## src/rtl/rcs_pkg.sv

```systemverilog
`default_nettype none
package rcs_pkg;
  // Register address and layout
  localparam logic [4:0] RCS_ADDR = 5'h17;
  localparam int RCS_BIT_TXSHIFT = 8;
  localparam int RCS_BIT_CLKSEL = 7;
  localparam int RCS_BIT_REVSEL = 4;
  localparam int RCS_BIT_OVF = 3;
  localparam int RCS_BIT_UNF = 2;
  localparam int RCS_EBUF_LSB = 0;
  localparam logic [15:0] RCS_WR_MASK = 16'h0193;
  // Reset values
  localparam logic RCS_RST_TXSHIFT = 1'h0;
  localparam logic RCS_RST_REVSEL = 1'h0;
  localparam logic [1:0] RCS_RST_EBUF = 2'h1;
  // Elasticity tolerance in bits per size code
  localparam logic [3:0] RCS_TOL_0 = 4'he;
  localparam logic [3:0] RCS_TOL_1 = 4'h2;
  localparam logic [3:0] RCS_TOL_2 = 4'h6;
  localparam logic [3:0] RCS_TOL_3 = 4'ha;

  typedef struct packed {
    logic [4:0] addr;
    logic wrEn;
    logic rdEn;
    logic [15:0] wrData;
  } rcs_req_s;

  typedef enum logic [2:0] {
    RCS_IDLE = 3'b001,
    RCS_DRAIN = 3'b010,
    RCS_HOLD = 3'b100
  } rcs_crs_e;
endpackage : rcs_pkg
`default_nettype wire
```

## src/rtl/rcs_ctrl_status.sv

```systemverilog
// What this block does
// The transmit clock shift takes effect only in slave mode and is ignored in master mode.
// Shift field 1 shifts the internal transmit clock, 0 (the reset value) applies no shift.
// Clock select 0 means a 25 MHz reference, 1 means a 50 MHz oscillator reference.
// Clock select is loaded from the master/slave strap at reset and may be rewritten later.
// Revision field 0 makes CRS_DV toggle at packet end once carrier has dropped.
// Revision field 1 holds CRS_DV steady until the last receive data has gone out.
// The overflow status bit reads 0 once an overflow is seen and 1 otherwise.
// A read-only status bit reports receive FIFO underflow.
// The underflow status bit reads 0 once an underflow is seen and 1 otherwise.
// The buffer size field selects 14, 2 (reset), 6 or 10 bits of tolerance for codes 0..3.
// Bits 15 to 9, 6 and 5 read as zero and ignore writes.
`timescale 1ns/1ps
`default_nettype none
module rcs_ctrl_status
  import rcs_pkg::*;
(
  // Clock and reset
  input wire logic sys_clk,
  input wire logic nrst,
  // Strap, 1 selects slave mode
  input wire logic slaveStrap,
  // Management register port
  input wire rcs_pkg::rcs_req_s regReq,
  output logic [15:0] regRdData,
  // Receive FIFO events and receive state
  input wire logic rxOverflow,
  input wire logic rxUnderflow,
  input wire logic carrierSense,
  input wire logic rxDataPending,
  // Controls to the datapath
  output logic txClkShiftEn,
  output logic refClk50Sel,
  output logic [1:0] ebufSize,
  output logic [3:0] ebufTolBits,
  output logic crsDv
);
  import rcs_pkg::*;

  // ----------------------------------------
  // Decoding
  // ----------------------------------------
  function automatic logic [3:0] tolOf(input logic [1:0] code);
    unique case (code)
      2'h0: tolOf = RCS_TOL_0;
      2'h1: tolOf = RCS_TOL_1;
      2'h2: tolOf = RCS_TOL_2;
      2'h3: tolOf = RCS_TOL_3;
    endcase
  endfunction : tolOf

  // ----------------------------------------
  // Register state
  // ----------------------------------------
  logic slaveMode_ff, nxt_slaveMode;
  logic txShift_ff, nxt_txShift;
  logic clkSel_ff, nxt_clkSel;
  logic revSel_ff, nxt_revSel;
  logic [1:0] ebuf_ff, nxt_ebuf;
  logic ovfSeen_ff, nxt_ovfSeen;
  logic unfSeen_ff, nxt_unfSeen;
  logic [15:0] rdData_ff, nxt_rdData;
  logic hit, wr, rd;
  logic [15:0] regView;

  always_comb
  begin
    hit = (regReq.addr == RCS_ADDR);
    wr = hit && regReq.wrEn;
    rd = hit && regReq.rdEn;
    regView = 16'h0000;
    regView[RCS_BIT_TXSHIFT] = txShift_ff;
    regView[RCS_BIT_CLKSEL] = clkSel_ff;
    regView[RCS_BIT_REVSEL] = revSel_ff;
    regView[RCS_BIT_OVF] = ~ovfSeen_ff;
    regView[RCS_BIT_UNF] = ~unfSeen_ff;
    regView[RCS_EBUF_LSB +: 2] = ebuf_ff;
    nxt_slaveMode = slaveMode_ff;
    nxt_txShift = txShift_ff;
    nxt_clkSel = clkSel_ff;
    nxt_revSel = revSel_ff;
    nxt_ebuf = ebuf_ff;
    nxt_rdData = rd ? regView : rdData_ff;
    if (wr)
    begin
      // Only writable fields are taken; each field is picked from its own wrData bits
      nxt_txShift = regReq.wrData[RCS_BIT_TXSHIFT] & RCS_WR_MASK[RCS_BIT_TXSHIFT];
      nxt_clkSel = regReq.wrData[RCS_BIT_CLKSEL];
      nxt_revSel = regReq.wrData[RCS_BIT_REVSEL];
      nxt_ebuf = regReq.wrData[RCS_EBUF_LSB +: 2];
    end
    // Sticky, cleared by a read; a new event in the read cycle wins
    nxt_ovfSeen = rxOverflow | (ovfSeen_ff & ~rd);
    nxt_unfSeen = rxUnderflow | (unfSeen_ff & ~rd);
  end

  always_ff @(posedge sys_clk)
  begin
    if (!nrst)
    begin
      // Synchronous reset, so the strap can be caught here
      slaveMode_ff <= slaveStrap;
      clkSel_ff <= slaveStrap;
      txShift_ff <= RCS_RST_TXSHIFT;
      revSel_ff <= RCS_RST_REVSEL;
      ebuf_ff <= RCS_RST_EBUF;
      ovfSeen_ff <= 1'b0;
      unfSeen_ff <= 1'b0;
      rdData_ff <= 16'h0000;
    end
    else
    begin
      slaveMode_ff <= nxt_slaveMode;
      clkSel_ff <= nxt_clkSel;
      txShift_ff <= nxt_txShift;
      revSel_ff <= nxt_revSel;
      ebuf_ff <= nxt_ebuf;
      ovfSeen_ff <= nxt_ovfSeen;
      unfSeen_ff <= nxt_unfSeen;
      rdData_ff <= nxt_rdData;
    end
  end

  assign regRdData = rdData_ff;
  assign txClkShiftEn = txShift_ff & slaveMode_ff;
  assign refClk50Sel = clkSel_ff;
  assign ebufSize = ebuf_ff;
  assign ebufTolBits = tolOf(ebuf_ff);

  // ----------------------------------------
  // Carrier sense / data valid
  // ----------------------------------------
  rcs_crs_e crsSt_ff, nxt_crsSt;
  logic crsDv_ff, nxt_crsDv;

  always_comb
  begin
    nxt_crsSt = crsSt_ff;
    nxt_crsDv = crsDv_ff;
    unique case (crsSt_ff)
      RCS_IDLE:
      begin
        nxt_crsDv = carrierSense;
        if (carrierSense)
          nxt_crsSt = RCS_HOLD;
      end
      RCS_HOLD:
      begin
        nxt_crsDv = 1'b1;
        if (!carrierSense)
        begin
          if (rxDataPending)
          begin
            nxt_crsSt = RCS_DRAIN;
            nxt_crsDv = revSel_ff;
          end
          else
          begin
            nxt_crsSt = RCS_IDLE;
            nxt_crsDv = 1'b0;
          end
        end
      end
      RCS_DRAIN:
      begin
        // Toggling tells a 1.2 MAC carrier is gone while data remains
        nxt_crsDv = revSel_ff ? 1'b1 : ~crsDv_ff;
        if (!rxDataPending)
        begin
          nxt_crsSt = RCS_IDLE;
          nxt_crsDv = 1'b0;
        end
      end
      default:
      begin
        nxt_crsSt = RCS_IDLE;
        nxt_crsDv = 1'b0;
      end
    endcase
  end

  always_ff @(posedge sys_clk)
  begin
    if (!nrst)
    begin
      crsSt_ff <= RCS_IDLE;
      crsDv_ff <= 1'b0;
    end
    else
    begin
      crsSt_ff <= nxt_crsSt;
      crsDv_ff <= nxt_crsDv;
    end
  end

  assign crsDv = crsDv_ff;
endmodule : rcs_ctrl_status
`default_nettype wire

```

## config.mk

```make
export PLATFORM = sky130hd
export DESIGN_NAME = rcs_ctrl_status
export DESIGN_NICKNAME = d
export VERILOG_FILES = /design/src/rtl/rcs_pkg.sv /design/src/rtl/rcs_ctrl_status.sv
export SDC_FILE = /design/constraint.sdc
export NUM_CORES = 1
export LEC_CHECK = 0
export BUFFER_PORTS_ARGS = -buffer_cell sky130_fd_sc_hd__buf_2
export CAP_MARGIN = 20
export CORE_MARGIN = 2
export CORE_UTILIZATION = 25
export CTS_CLUSTER_DIAMETER = 30
export DETAILED_ROUTE_END_ITERATION = 16
export GPL_TIMING_DRIVEN = 0
export PLACE_DENSITY = 0.47
export SLEW_MARGIN = 20
export SYNTH_ARGS = -nofsm -noshare
export SYNTH_HDL_FRONTEND = slang
export SYNTH_SLANG_ARGS = --single-unit
```

## constraint.sdc

```tcl
create_clock -name sys_clk -period 1.35 [get_ports sys_clk]
set_input_delay 0.27 -clock sys_clk [delete_from_list [all_inputs] [get_ports sys_clk]]
set_output_delay 0.27 -clock sys_clk [all_outputs]
set_load 0.005 [all_outputs]
```

==> impl_results.md, run 1 <==
- Status: complete, but fails checks
- Failing checks: negative setup slack
- Avg Inst Size Synth: 9.24 um2
- Yosys reg bits: 19
- Per-cell routed wire length: 10.1 um
- Maxcap violations: 0
- Hold WS: 0.214 ns
- Fin cells: 201
- Synth warn: 0
- Crit path DAT: 1.13 ns
- Std cell rows: 22
- First-pass GRT wire length: 3400 um
- Final setup viols: 2
- Fillers: 394
- Wirelength, routed: 2030 um
- Maximum vdd drop: 0.315 mV
- Final #Nets: 186
- Mapped Area: 980 um2
- Layout cells sized above 1: 42.5%
- Yosys top cell area share: 34.7%
- Clk sink count: 19
- CTS root buf: clkbuf_8
- Final antenna-violating net count: 0
- CTS tree: done
- Synth area leaders: dfxtp_1 35%, mux2i_1 10%, buf_4 10%
- Final setup margin: -0.0457 ns
- CP max FO: 4
- Chip height: 66.6 um
- Worst setup EP type: output port
- PD cells: 852 mW/mm2
- GRT overflow: 0
- DR vias/cell: 4.09
- Initial core utilization: 26.4%
- CTS clock-pin slew for the worst setup and hold paths: 0.06 ns
- Final Max Slew Viols: 0
- Cell variety after synth: 32
- Cells after synthesis: 106
- DR vias: 822
- Largest area contributor in the netlist: dfxtp_1
- FMAX: 716 MHz
- Final min period: 1.40 ns
- CP peak stage delay: 0.37 ns
- Vias in the first global route: 803
- Core footprint: 0.00372 mm2
- Hold Crit Class: primary input to flip-flop
- Fin. Hold Viols: 0
- DP Cell Count: 194
- # port buffers: 31
- Post-synthesis sequential area ratio: 40.9%
- Clk_skew: 0.000404 ns
- N_diodes: 0
- Die area: 0.00444 mm2
- Final Util: 35.4%
- Setup crit start kind: flip-flop
- Htree depth: 1
- Antenna violations before repair: 0
- I/O Pins: 55
- CP max stage cell: dfxtp_4
- Setup_tns: -0.0476 ns
- Inserted Clock Buffers: 3
- Gp weighted congestion: 0.688
- Final HPWL DP: 1600 um
- P&R area growth vs syn: 34.2%
- Dpl ws: 0.0784 ns
- Initial DRC count: 39
- Unrepaired setup endpoints after global routing: true
- Pre-antenna DRT Iters: 4
- Largest net degree at the start of global routing: 11
- Leakage: 0.632 nW
- Worst skew pair latency: 0.25 ns
- Worst path cell trace: inv_2 -> ha_2 -> or2_4 -> buf_6
- Die Width: 66.6 um
- GRT Overall Usage: 9.83%
- Critical Path RT: 1.08 ns
- Critical path class: flip-flop to output port
- Final period util: 103%
- CTS max path bufs: 2
- Drc violations: 0
synthesized netlist by cell type:
cell type / count
conb_1: 2
edfxtp_1: 2
dfxtp_1: 17
ha_1: 2
or2b_1: 1
mux2i_1: 10
mux2_2: 1
nor2b_1: 2
o21ai_0: 2
inv_1: 4
nor4b_1: 1
nand2_1: 19
and4b_1: 1
nand2b_1: 5
buf_4: 13
nor2_1: 2
and3_4: 2
nand4_1: 1
o31ai_1: 1
a21oi_1: 1
and2_1: 1
or2_2: 1
buf_6: 2
o311a_1: 1
xnor2_1: 1
nor3_1: 1
o211ai_1: 1
buf_2: 3
and3_1: 1
nor3b_1: 2
nor4bb_1: 1
o21ai_1: 2
report_power, final:
part	switching (W)	total, W	internal (W)
combinational	0.0000613	0.000140	0.0000791
sequential	0.0000144	0.000604	0.000590
clock	0.000167	0.000376	0.000209
total	0.000243	0.00112	0.000878
critical path: cells and delay by family (launching register included):
kind                     cells  cell delay [ns]
buffers and inverters        2             0.14
adder cells (fa/ha/maj)      1             0.15
AND/OR/NAND/NOR              1             0.22
flip-flops                   1             0.37
path summary, 6_finish.rpt:
kind,from,to,slack [ns],depth (start not counted)
setup reg to reg,crsSt_ff[2]$_SDFFE_PN0P_,crsDv$_SDFF_PN0_,0.28,3
hold reg to reg,unfSeen_ff$_SDFF_PN0_,unfSeen_ff$_SDFF_PN0_,0.44,2
hold / removal,slaveStrap,nxt_slaveMode$_DFFE_PN_,0.21,1
setup / recovery,ebufSize[1]$_SDFFE_PN0P_,ebufTolBits[2],-0.05,4
logic make-up (layout without fill, tap and decap cells):
family / Yosys count / after routing / synth area share [%]
fa+ha+maj: 2 / 2 / 2.55
buf+inv: 22 / 60 / 15.3
xor+xnor: 1 / 1 / 0.894
mux: 11 / 11 / 11.4
flops: 19 / 19 / 40.9
simple gates: 41 / 41 / 23.1
compound gates: 8 / 8 / 5.11
other cells: 2 / 11 / 0.767
what timing repair did:
item | 4_1_cts | 5_1_grt
gates resized for setup | 9 | 0
hold buffers | 0 | 0
pin swaps | 2 | 0
endpoints found under the setup margin | 2 | 2
buffers inserted | 2 | 1
flip-flops by register name, summed over array words and instances, names as in the netlist:
signal	cells
regRdData	7
crsSt_ff	3
refClk50Sel	1
ovfSeen_ff	1
unfSeen_ff	1
ebufSize	2
revSel_ff	1
txShift_ff	1
nxt_slaveMode	1
crsDv	1
metrics by stage:
stage                     instance area, um2  power (W)
after floorplan                         1010   0.000706
after global placement                  1230   0.000752
after detailed placement                1230   0.000757
after CTS                               1310    0.00114
after global routing                    1320    0.00119
final                                   1320    0.00112
cell type report:
| class | instances | area [um2] | share of cell area, % |
|---|---|---|---|
| plain buffers | 18 | 135 | 10.3 |
| repair buffers | 34 | 184 | 14.0 |
| flip-flops and latches | 19 | 405 | 30.8 |
| clock buffers | 4 | 45.0 | 3.43 |
| inverters | 4 | 15.0 | 1.14 |
| well taps | 48 | 60.1 | 4.57 |
| multi-input cells | 74 | 470 | 35.8 |
per-layer routing:
| metal | vias up | share of wire [%] | global-route usage (%) |
|---|---|---|---|
| li1 | 421 | - | - |
| met1 | 373 | 43 | 11.1 |
| met2 | 26 | 49 | 17.9 |
| met3 | 2 | 7.2 | 2.53 |
| met4 | 0 | 0.64 | 3.06 |
| met5 | - | 0 | 0 |
layout by cell type, fill, tap and decap left out, drive strengths merged, types with 3 or more instances in the layout:
master and instances:
buf 52, nand2 19, dfxtp 17, conb 11
mux2i 10, nand2b 5, clkbuf 4, inv 4
o21ai 4, and3 3
Power figures use the tool's default switching activity.
==> run 2, diff against run 1 <==
--- a/config.mk
+++ b/config.mk
@@ -7,8 +7,10 @@
 export LEC_CHECK = 0
 export BUFFER_PORTS_ARGS = -buffer_cell sky130_fd_sc_hd__buf_2
 export CAP_MARGIN = 20
+export CORE_ASPECT_RATIO = 2
 export CORE_MARGIN = 2
 export CORE_UTILIZATION = 25
+export CTS_BUF_LIST = sky130_fd_sc_hd__clkbuf_4
 export CTS_CLUSTER_DIAMETER = 30
 export DETAILED_ROUTE_END_ITERATION = 16
 export GPL_TIMING_DRIVEN = 0
==> run 2 against run 1 <==
  * The run still ends with negative setup slack left
  * Die area increased by 0.69%
  * Clock power decreased by 19%
  * Wire length increased by 6.4%
  * Final cell count increased by 1.0%
  * Fmax decreased by 4.7%
  * First-iteration DRC count decreased by 51%
  * Global-route usage increased by 0.61 points
  * Sequential share of layout area decreased by 0.073 points
  * Via count increased by 2.9%
  * Combinational power about the same
  * Largest cell class unchanged
==> impl_results.md, run 2 (same netlist as run 1, synthesis figures left out) <==
- Clk sink count: 19 (unchanged)
- # port buffers: 31 (unchanged)
- Largest net degree at the start of global routing: 11 (unchanged)
- Failing checks: negative setup slack (unchanged)
- Initial core utilization: 25.8% (was 26.4%)
- Wirelength, routed: 2160 um (was 2030 um)
- Final min period: 1.46 ns (was 1.40 ns)
- Final Util: 34.4% (was 35.4%)
- Crit path max-delay family: flip-flops (unchanged)
- Antenna violations before repair: 0 (unchanged)
- Reg2Reg Depth: 3 (unchanged)
- Final setup margin: -0.114 ns (was -0.0457 ns)
- Per-cell routed wire length: 10.7 um (was 10.1 um)
- Most frequent cells in the layout: 32 x buf_2, 19 x nand2_1, 15 x buf_4, 15 x dfxtp_1, 11 x conb_1 (was 33 x buf_2, 19 x nand2_1, 16 x buf_4)
- # hold bufs at CTS: 0 (unchanged)
- CTS tree: done (unchanged)
- Crit path depth: 4 (unchanged)
- Critical path class: flip-flop to output port (unchanged)
- Gp weighted congestion: 0.715 (was 0.688)
- Maximum vdd drop: 0.284 mV (was 0.315 mV)
- Final HPWL DP: 1770 um (was 1600 um)
- CP max stage cell: dfxtp_2 (was dfxtp_4)
- GRT overflow: 0 (unchanged)
- Final period util: 108% (was 103%)
- Dpl ws: 0.0572 ns (was 0.0784 ns)
- Final antenna-violating net count: 0 (unchanged)
- Initial DRC count: 19 (was 39)
- Layout cells sized above 1: 43.4% (was 42.5%)
- Final Max Slew Viols: 0 (unchanged)
- Std cell rows: 32 (was 22)
- Status: complete, but fails checks (unchanged)
- N_diodes: 0 (unchanged)
- Critical Path RT: 1.08 ns (about the same)
- CP peak stage delay: 0.36 ns (was 0.37 ns)
- Die Width: 48.3 um (was 66.6 um)
- Leakage: 0.622 nW (was 0.632 nW)
- Hold WS: 0.160 ns (was 0.214 ns)
- CTS root buf: clkbuf_4 (was clkbuf_8)
- Chip height: 92.5 um (was 66.6 um)
- Pre-antenna DRT Iters: 4 (unchanged)
- GRT Overall Usage: 10.4% (was 9.83%)
- DR vias: 846 (was 822)
- Hold Crit Class: primary input to flip-flop (unchanged)
- Commonest non-fill, non-tap cell in the layout: buf_2 (unchanged)
- CTS clock-pin slew for the worst setup and hold paths: 0.10 ns (was 0.06 ns)
- Clk_skew: 0.00366 ns (was 0.000404 ns)
- Hold depth: 1 (unchanged)
- Setup crit start kind: flip-flop (unchanged)
- First-pass GRT wire length: 3340 um (was 3400 um)
- Drc violations: 0 (unchanged)
- Unrepaired setup endpoints after global routing: true (unchanged)
- Final setup viols: 2 (unchanged)
- Fin cells: 203 (was 201)
- Inserted Clock Buffers: 3 (unchanged)
- CTS max path bufs: 2 (unchanged)
- Die area: 0.00447 mm2 (was 0.00444 mm2)
- DR vias/cell: 4.17 (was 4.09)
- Worst Path Buf+Inv: 2 (unchanged)
- Core footprint: 0.00380 mm2 (was 0.00372 mm2)
- CP max FO: 3 (was 4)
- Fin. Hold Viols: 0 (unchanged)
- Maxcap violations: 0 (unchanged)
- Worst skew pair latency: 0.30 ns (was 0.25 ns)
- Number of flip-flops in the largest register: 7 (unchanged)
- I/O Pins: 55 (unchanged)
- Crit path DAT: 1.19 ns (was 1.13 ns)
- Htree depth: 1 (unchanged)
- FMAX: 683 MHz (was 716 MHz)
- PD cells: 803 mW/mm2 (was 852 mW/mm2)
- Vias in the first global route: 889 (was 803)
- Final #Nets: 185 (was 186)
- P&R area growth vs syn: 33.7% (was 34.2%)
- Worst setup EP type: output port (unchanged)
- Worst path cell trace: inv_2 -> ha_4 -> or2_4 -> buf_6 (was inv_2 -> ha_2 -> or2_4 -> buf_6)
- DP Cell Count: 197 (was 194)
==> run 2: changes by cell type in the layout (fill, tap and decap cells not counted), sizes merged <==
cell	change
buf	-1
==> run 2: final cells by class <==
type	count	area [um2]
fill	409	2490
multi-input combinational	74	480
sequential	19	403
timing repair buffer	33	183
buffer	18	135
tap	51	63.8
clock buffer	4	30.0
inverter	4	15.0
==> run 2: worst reg2reg max path, stage by stage (launching register included) <==
cell and delay [ns]:
dfxtp_1 0.40, or2b_1 0.26, nor3b_1 0.19, o311a_1 0.19
==> run 2: metrics by stage <==
| step | setup TNS (ns) | total power [W] | cell area (um2) |
|---|---|---|---|
| global placement | 0 | 0.000753 | 1230 |
| floorplan | 0 | 0.000706 | 1010 |
| CTS | -0.199 | 0.00107 | 1290 |
| detailed placement | 0 | 0.000758 | 1230 |
| global route | -0.221 | 0.00111 | 1310 |
| finish | -0.121 | 0.00105 | 1310 |
==> run 2: what timing repair did <==
action | in CTS | in global routing
setup buffers | 2 | 0
endpoints found under the setup margin | 2 | 2
pin swaps | 3 | 2
resized for setup | 8 | 3
==> run 2: worst paths after layout <==
path,from,endpoint,slack [ns]
max,ebufSize[1]$_SDFFE_PN0P_,ebufTolBits[2],-0.11
min,slaveStrap,nxt_slaveMode$_DFFE_PN_,0.16
max reg2reg,crsSt_ff[1]$_SDFFE_PN0P_,crsDv$_SDFF_PN0_,0.26
min reg2reg,unfSeen_ff$_SDFF_PN0_,unfSeen_ff$_SDFF_PN0_,0.45
==> run 2: layer usage <==
layer	vias to the layer above	GRT usage (%)	routed length, um
met5	-	0	0
met1	379	7.92	772
met3	13	1.75	110
li1	418	-	-
met2	36	19.0	1160
met4	0	9.23	124
==> run 2: where the power goes <==
part	switching [W]	internal, W	leakage (nW)	total [W]
clock network	0.000168	0.000135	0.0184	0.000303
logic	0.0000628	0.0000797	0.445	0.000143
registers	0.0000147	0.000591	0.158	0.000606
==> run 3, diff against run 2 <==
--- a/config.mk
+++ b/config.mk
@@ -15,6 +15,7 @@
 export DETAILED_ROUTE_END_ITERATION = 16
 export GPL_TIMING_DRIVEN = 0
 export PLACE_DENSITY = 0.47
+export REMOVE_ABC_BUFFERS = 1
 export SLEW_MARGIN = 20
 export SYNTH_ARGS = -nofsm -noshare
 export SYNTH_HDL_FRONTEND = slang
==> run 3 against run 2 <==
  * The run still ends with negative setup slack left
  * Power fell by 5.0%
  * First-iteration DRC count shrank 42%
  * Fmax is 0.98% lower
  * Utilization down 2.9 points
==> impl_results.md, run 3 (same netlist as run 1, synthesis figures left out) <==
- Crit path DAT: 1.21 ns (was 1.19 ns)
- First-pass GRT wire length: 3040 um (was 3340 um)
- CTS clock-pin slew for the worst setup and hold paths: 0.11 ns (was 0.10 ns)
- FMAX: 676 MHz (was 683 MHz)
- Pre-antenna DRT Iters: 4 (unchanged)
- # hold bufs at CTS: 0 (unchanged)
- Std cell rows: 32 (unchanged)
- Number of flip-flops in the largest register: 7 (unchanged)
- Worst skew pair latency: 0.29 ns (was 0.30 ns)
- Final antenna-violating net count: 0 (unchanged)
- Critical Path End: ebufTolBits[2] (unchanged)
- Hold WS: 0.166 ns (was 0.160 ns)
- Reg2Reg Depth: 3 (unchanged)
- Maxcap violations: 0 (unchanged)
- Unrepaired setup endpoints after global routing: true (unchanged)
- # port buffers: 32 (was 31)
- DR vias/cell: 4.17 (about the same)
- Per-cell routed wire length: 10.7 um (about the same)
- Final period util: 110% (was 108%)
- Worst setup EP type: output port (unchanged)
- Largest net degree at the start of global routing: 29 (was 11)
- Status: complete, but fails checks (unchanged)
- Final #Nets: 169 (was 185)
- DP Cell Count: 180 (was 197)
- Setup crit start kind: flip-flop (unchanged)
- Final Util: 31.5% (was 34.4%)
- Die area: 0.00447 mm2 (unchanged)
- PD cells: 833 mW/mm2 (was 803 mW/mm2)
- Wirelength, routed: 2010 um (was 2160 um)
- Failing checks: negative setup slack (unchanged)
- GRT Overall Usage: 9.41% (was 10.4%)
- Commonest non-fill, non-tap cell in the layout: buf_2 (unchanged)
- Vias in the first global route: 737 (was 889)
- Die Width: 48.3 um (unchanged)
- Initial DRC count: 11 (was 19)
- CTS root buf: clkbuf_4 (unchanged)
- Core footprint: 0.00380 mm2 (unchanged)
- CP max FO: 3 (unchanged)
- CTS tree: done (unchanged)
- Inserted Clock Buffers: 3 (unchanged)
- Critical Path RT: 1.08 ns (about the same)
- Reg2reg start: crsSt_ff[2]$_SDFFE_PN0P_ (was crsSt_ff[1]$_SDFFE_PN0P_)
- Chip height: 92.5 um (unchanged)
- Gp weighted congestion: 0.695 (was 0.715)
- Drc violations: 0 (unchanged)
- Fillers: 420 (was 409)
- Clk_skew: 0.00402 ns (was 0.00366 ns)
- Final setup margin: -0.129 ns (was -0.114 ns)
- Fin. Hold Viols: 0 (unchanged)
- DR vias: 780 (was 846)
- Most frequent cells in the layout: 30 x buf_2, 19 x nand2_1, 15 x dfxtp_1 (was 32 x buf_2, 19 x nand2_1, 15 x buf_4, 15 x dfxtp_1, 11 x conb_1)
- Final Max Slew Viols: 0 (unchanged)
- CTS max path bufs: 2 (unchanged)
- P&R area growth vs syn: 22.5% (was 33.7%)
- Final setup viols: 2 (unchanged)
- Maximum vdd drop: 0.410 mV (was 0.284 mV)
- Multi-input logic area: 490 um2 (was 480 um2)
- Fin cells: 187 (was 203)
- I/O Pins: 55 (unchanged)
- N_diodes: 0 (unchanged)
- Critical path class: flip-flop to output port (unchanged)
- Crit path from: ebufSize[1]$_SDFFE_PN0P_ (unchanged)
- FF-to-FF setup slack: 0.28 ns (was 0.26 ns)
- Dpl ws: -0.0228 ns (was 0.0572 ns)
- Initial core utilization: 25.8% (unchanged)
- Hold depth: 1 (unchanged)
- Clk sink count: 19 (unchanged)
- Antenna violations before repair: 0 (unchanged)
- Hold Crit Class: primary input to flip-flop (unchanged)
- Leakage: 0.538 nW (was 0.622 nW)
- R2R Path End: crsDv$_SDFF_PN0_ (unchanged)
- Final HPWL DP: 1530 um (was 1770 um)
- GRT overflow: 0 (unchanged)
- Final min period: 1.48 ns (was 1.46 ns)
- Register Area: 405 um2 (was 403 um2)
- Setup_tns: -0.159 ns (was -0.121 ns)
- Htree depth: 1 (unchanged)
- Layout cells sized above 1: 36.8% (was 43.4%)
## run 3: changes by cell type in the layout (fill, tap and decap cells not counted)
cell      before  now
dfxtp_2        2    1
ha_2           1    0
inv_4          0    1
buf_6          4    2
dfxtp_4        0    1
clkbuf_4       4    3
inv_2          3    2
clkinv_2       0    1
ha_4           1    2
buf_2         32   30
buf_4         15    3
## run 3: worst min path at each step
stage,start,to
after floorplan,nrst,crsSt_ff[0]$_SDFFE_PN1P_
after global placement,unfSeen_ff$_SDFF_PN0_,unfSeen_ff$_SDFF_PN0_
after detailed placement,ovfSeen_ff$_SDFF_PN0_,ovfSeen_ff$_SDFF_PN0_
after CTS,slaveStrap,nxt_slaveMode$_DFFE_PN_
after global routing,slaveStrap,nxt_slaveMode$_DFFE_PN_
final,slaveStrap,nxt_slaveMode$_DFFE_PN_
## run 3: report_power, final
group	internal [W]	leakage, nW	switching, W
Combinational	0.0000567	0.362	0.0000568
Sequential	0.000589	0.158	0.0000143
Clock	0.000110	0.0177	0.000172
Total	0.000756	0.538	0.000243
## run 3: metal layers
| layer | up-vias | global-route usage [%] | wire [um] |
|---|---|---|---|
| li1 | 387 | - | - |
| met1 | 370 | 9.17 | 724 |
| met2 | 21 | 16.8 | 1180 |
| met3 | 2 | 1.75 | 71 |
| met4 | 0 | 4.95 | 29 |
| met5 | - | 0 | 0 |
## run 3: critical path: stages, from the launching register on
cell	delay [ns]
dfxtp_4	0.39
inv_2	0.05
ha_4	0.15
or2_4	0.22
buf_6	0.12
## run 3: timing repair
| item | CTS | global route |
|---|---|---|
| pin swaps | 2 | 0 |
| resized for setup | 8 | 6 |
| setup buffers | 3 | 0 |
| setup endpoints to repair | 2 | 2 |
## run 3: layout make-up
cell class	instances	share of cell area, %
Multi-Input combinational cell	74	40.9
Sequential cell	19	33.8
Timing Repair Buffer	35	16.3
Tap cell	51	5.32
Clock buffer	3	1.88
Inverter	4	1.46
Clock inverter	1	0.417
## run 3: per-stage QoR
step	cell area [um2]	total power [W]
6_report	1200	0.000999
5_1_grt	1200	0.00106
4_1_cts	1170	0.00102
3_5_place_dp	1100	0.000728
3_3_place_gp	1100	0.000721
2_1_floorplan	878	0.000670
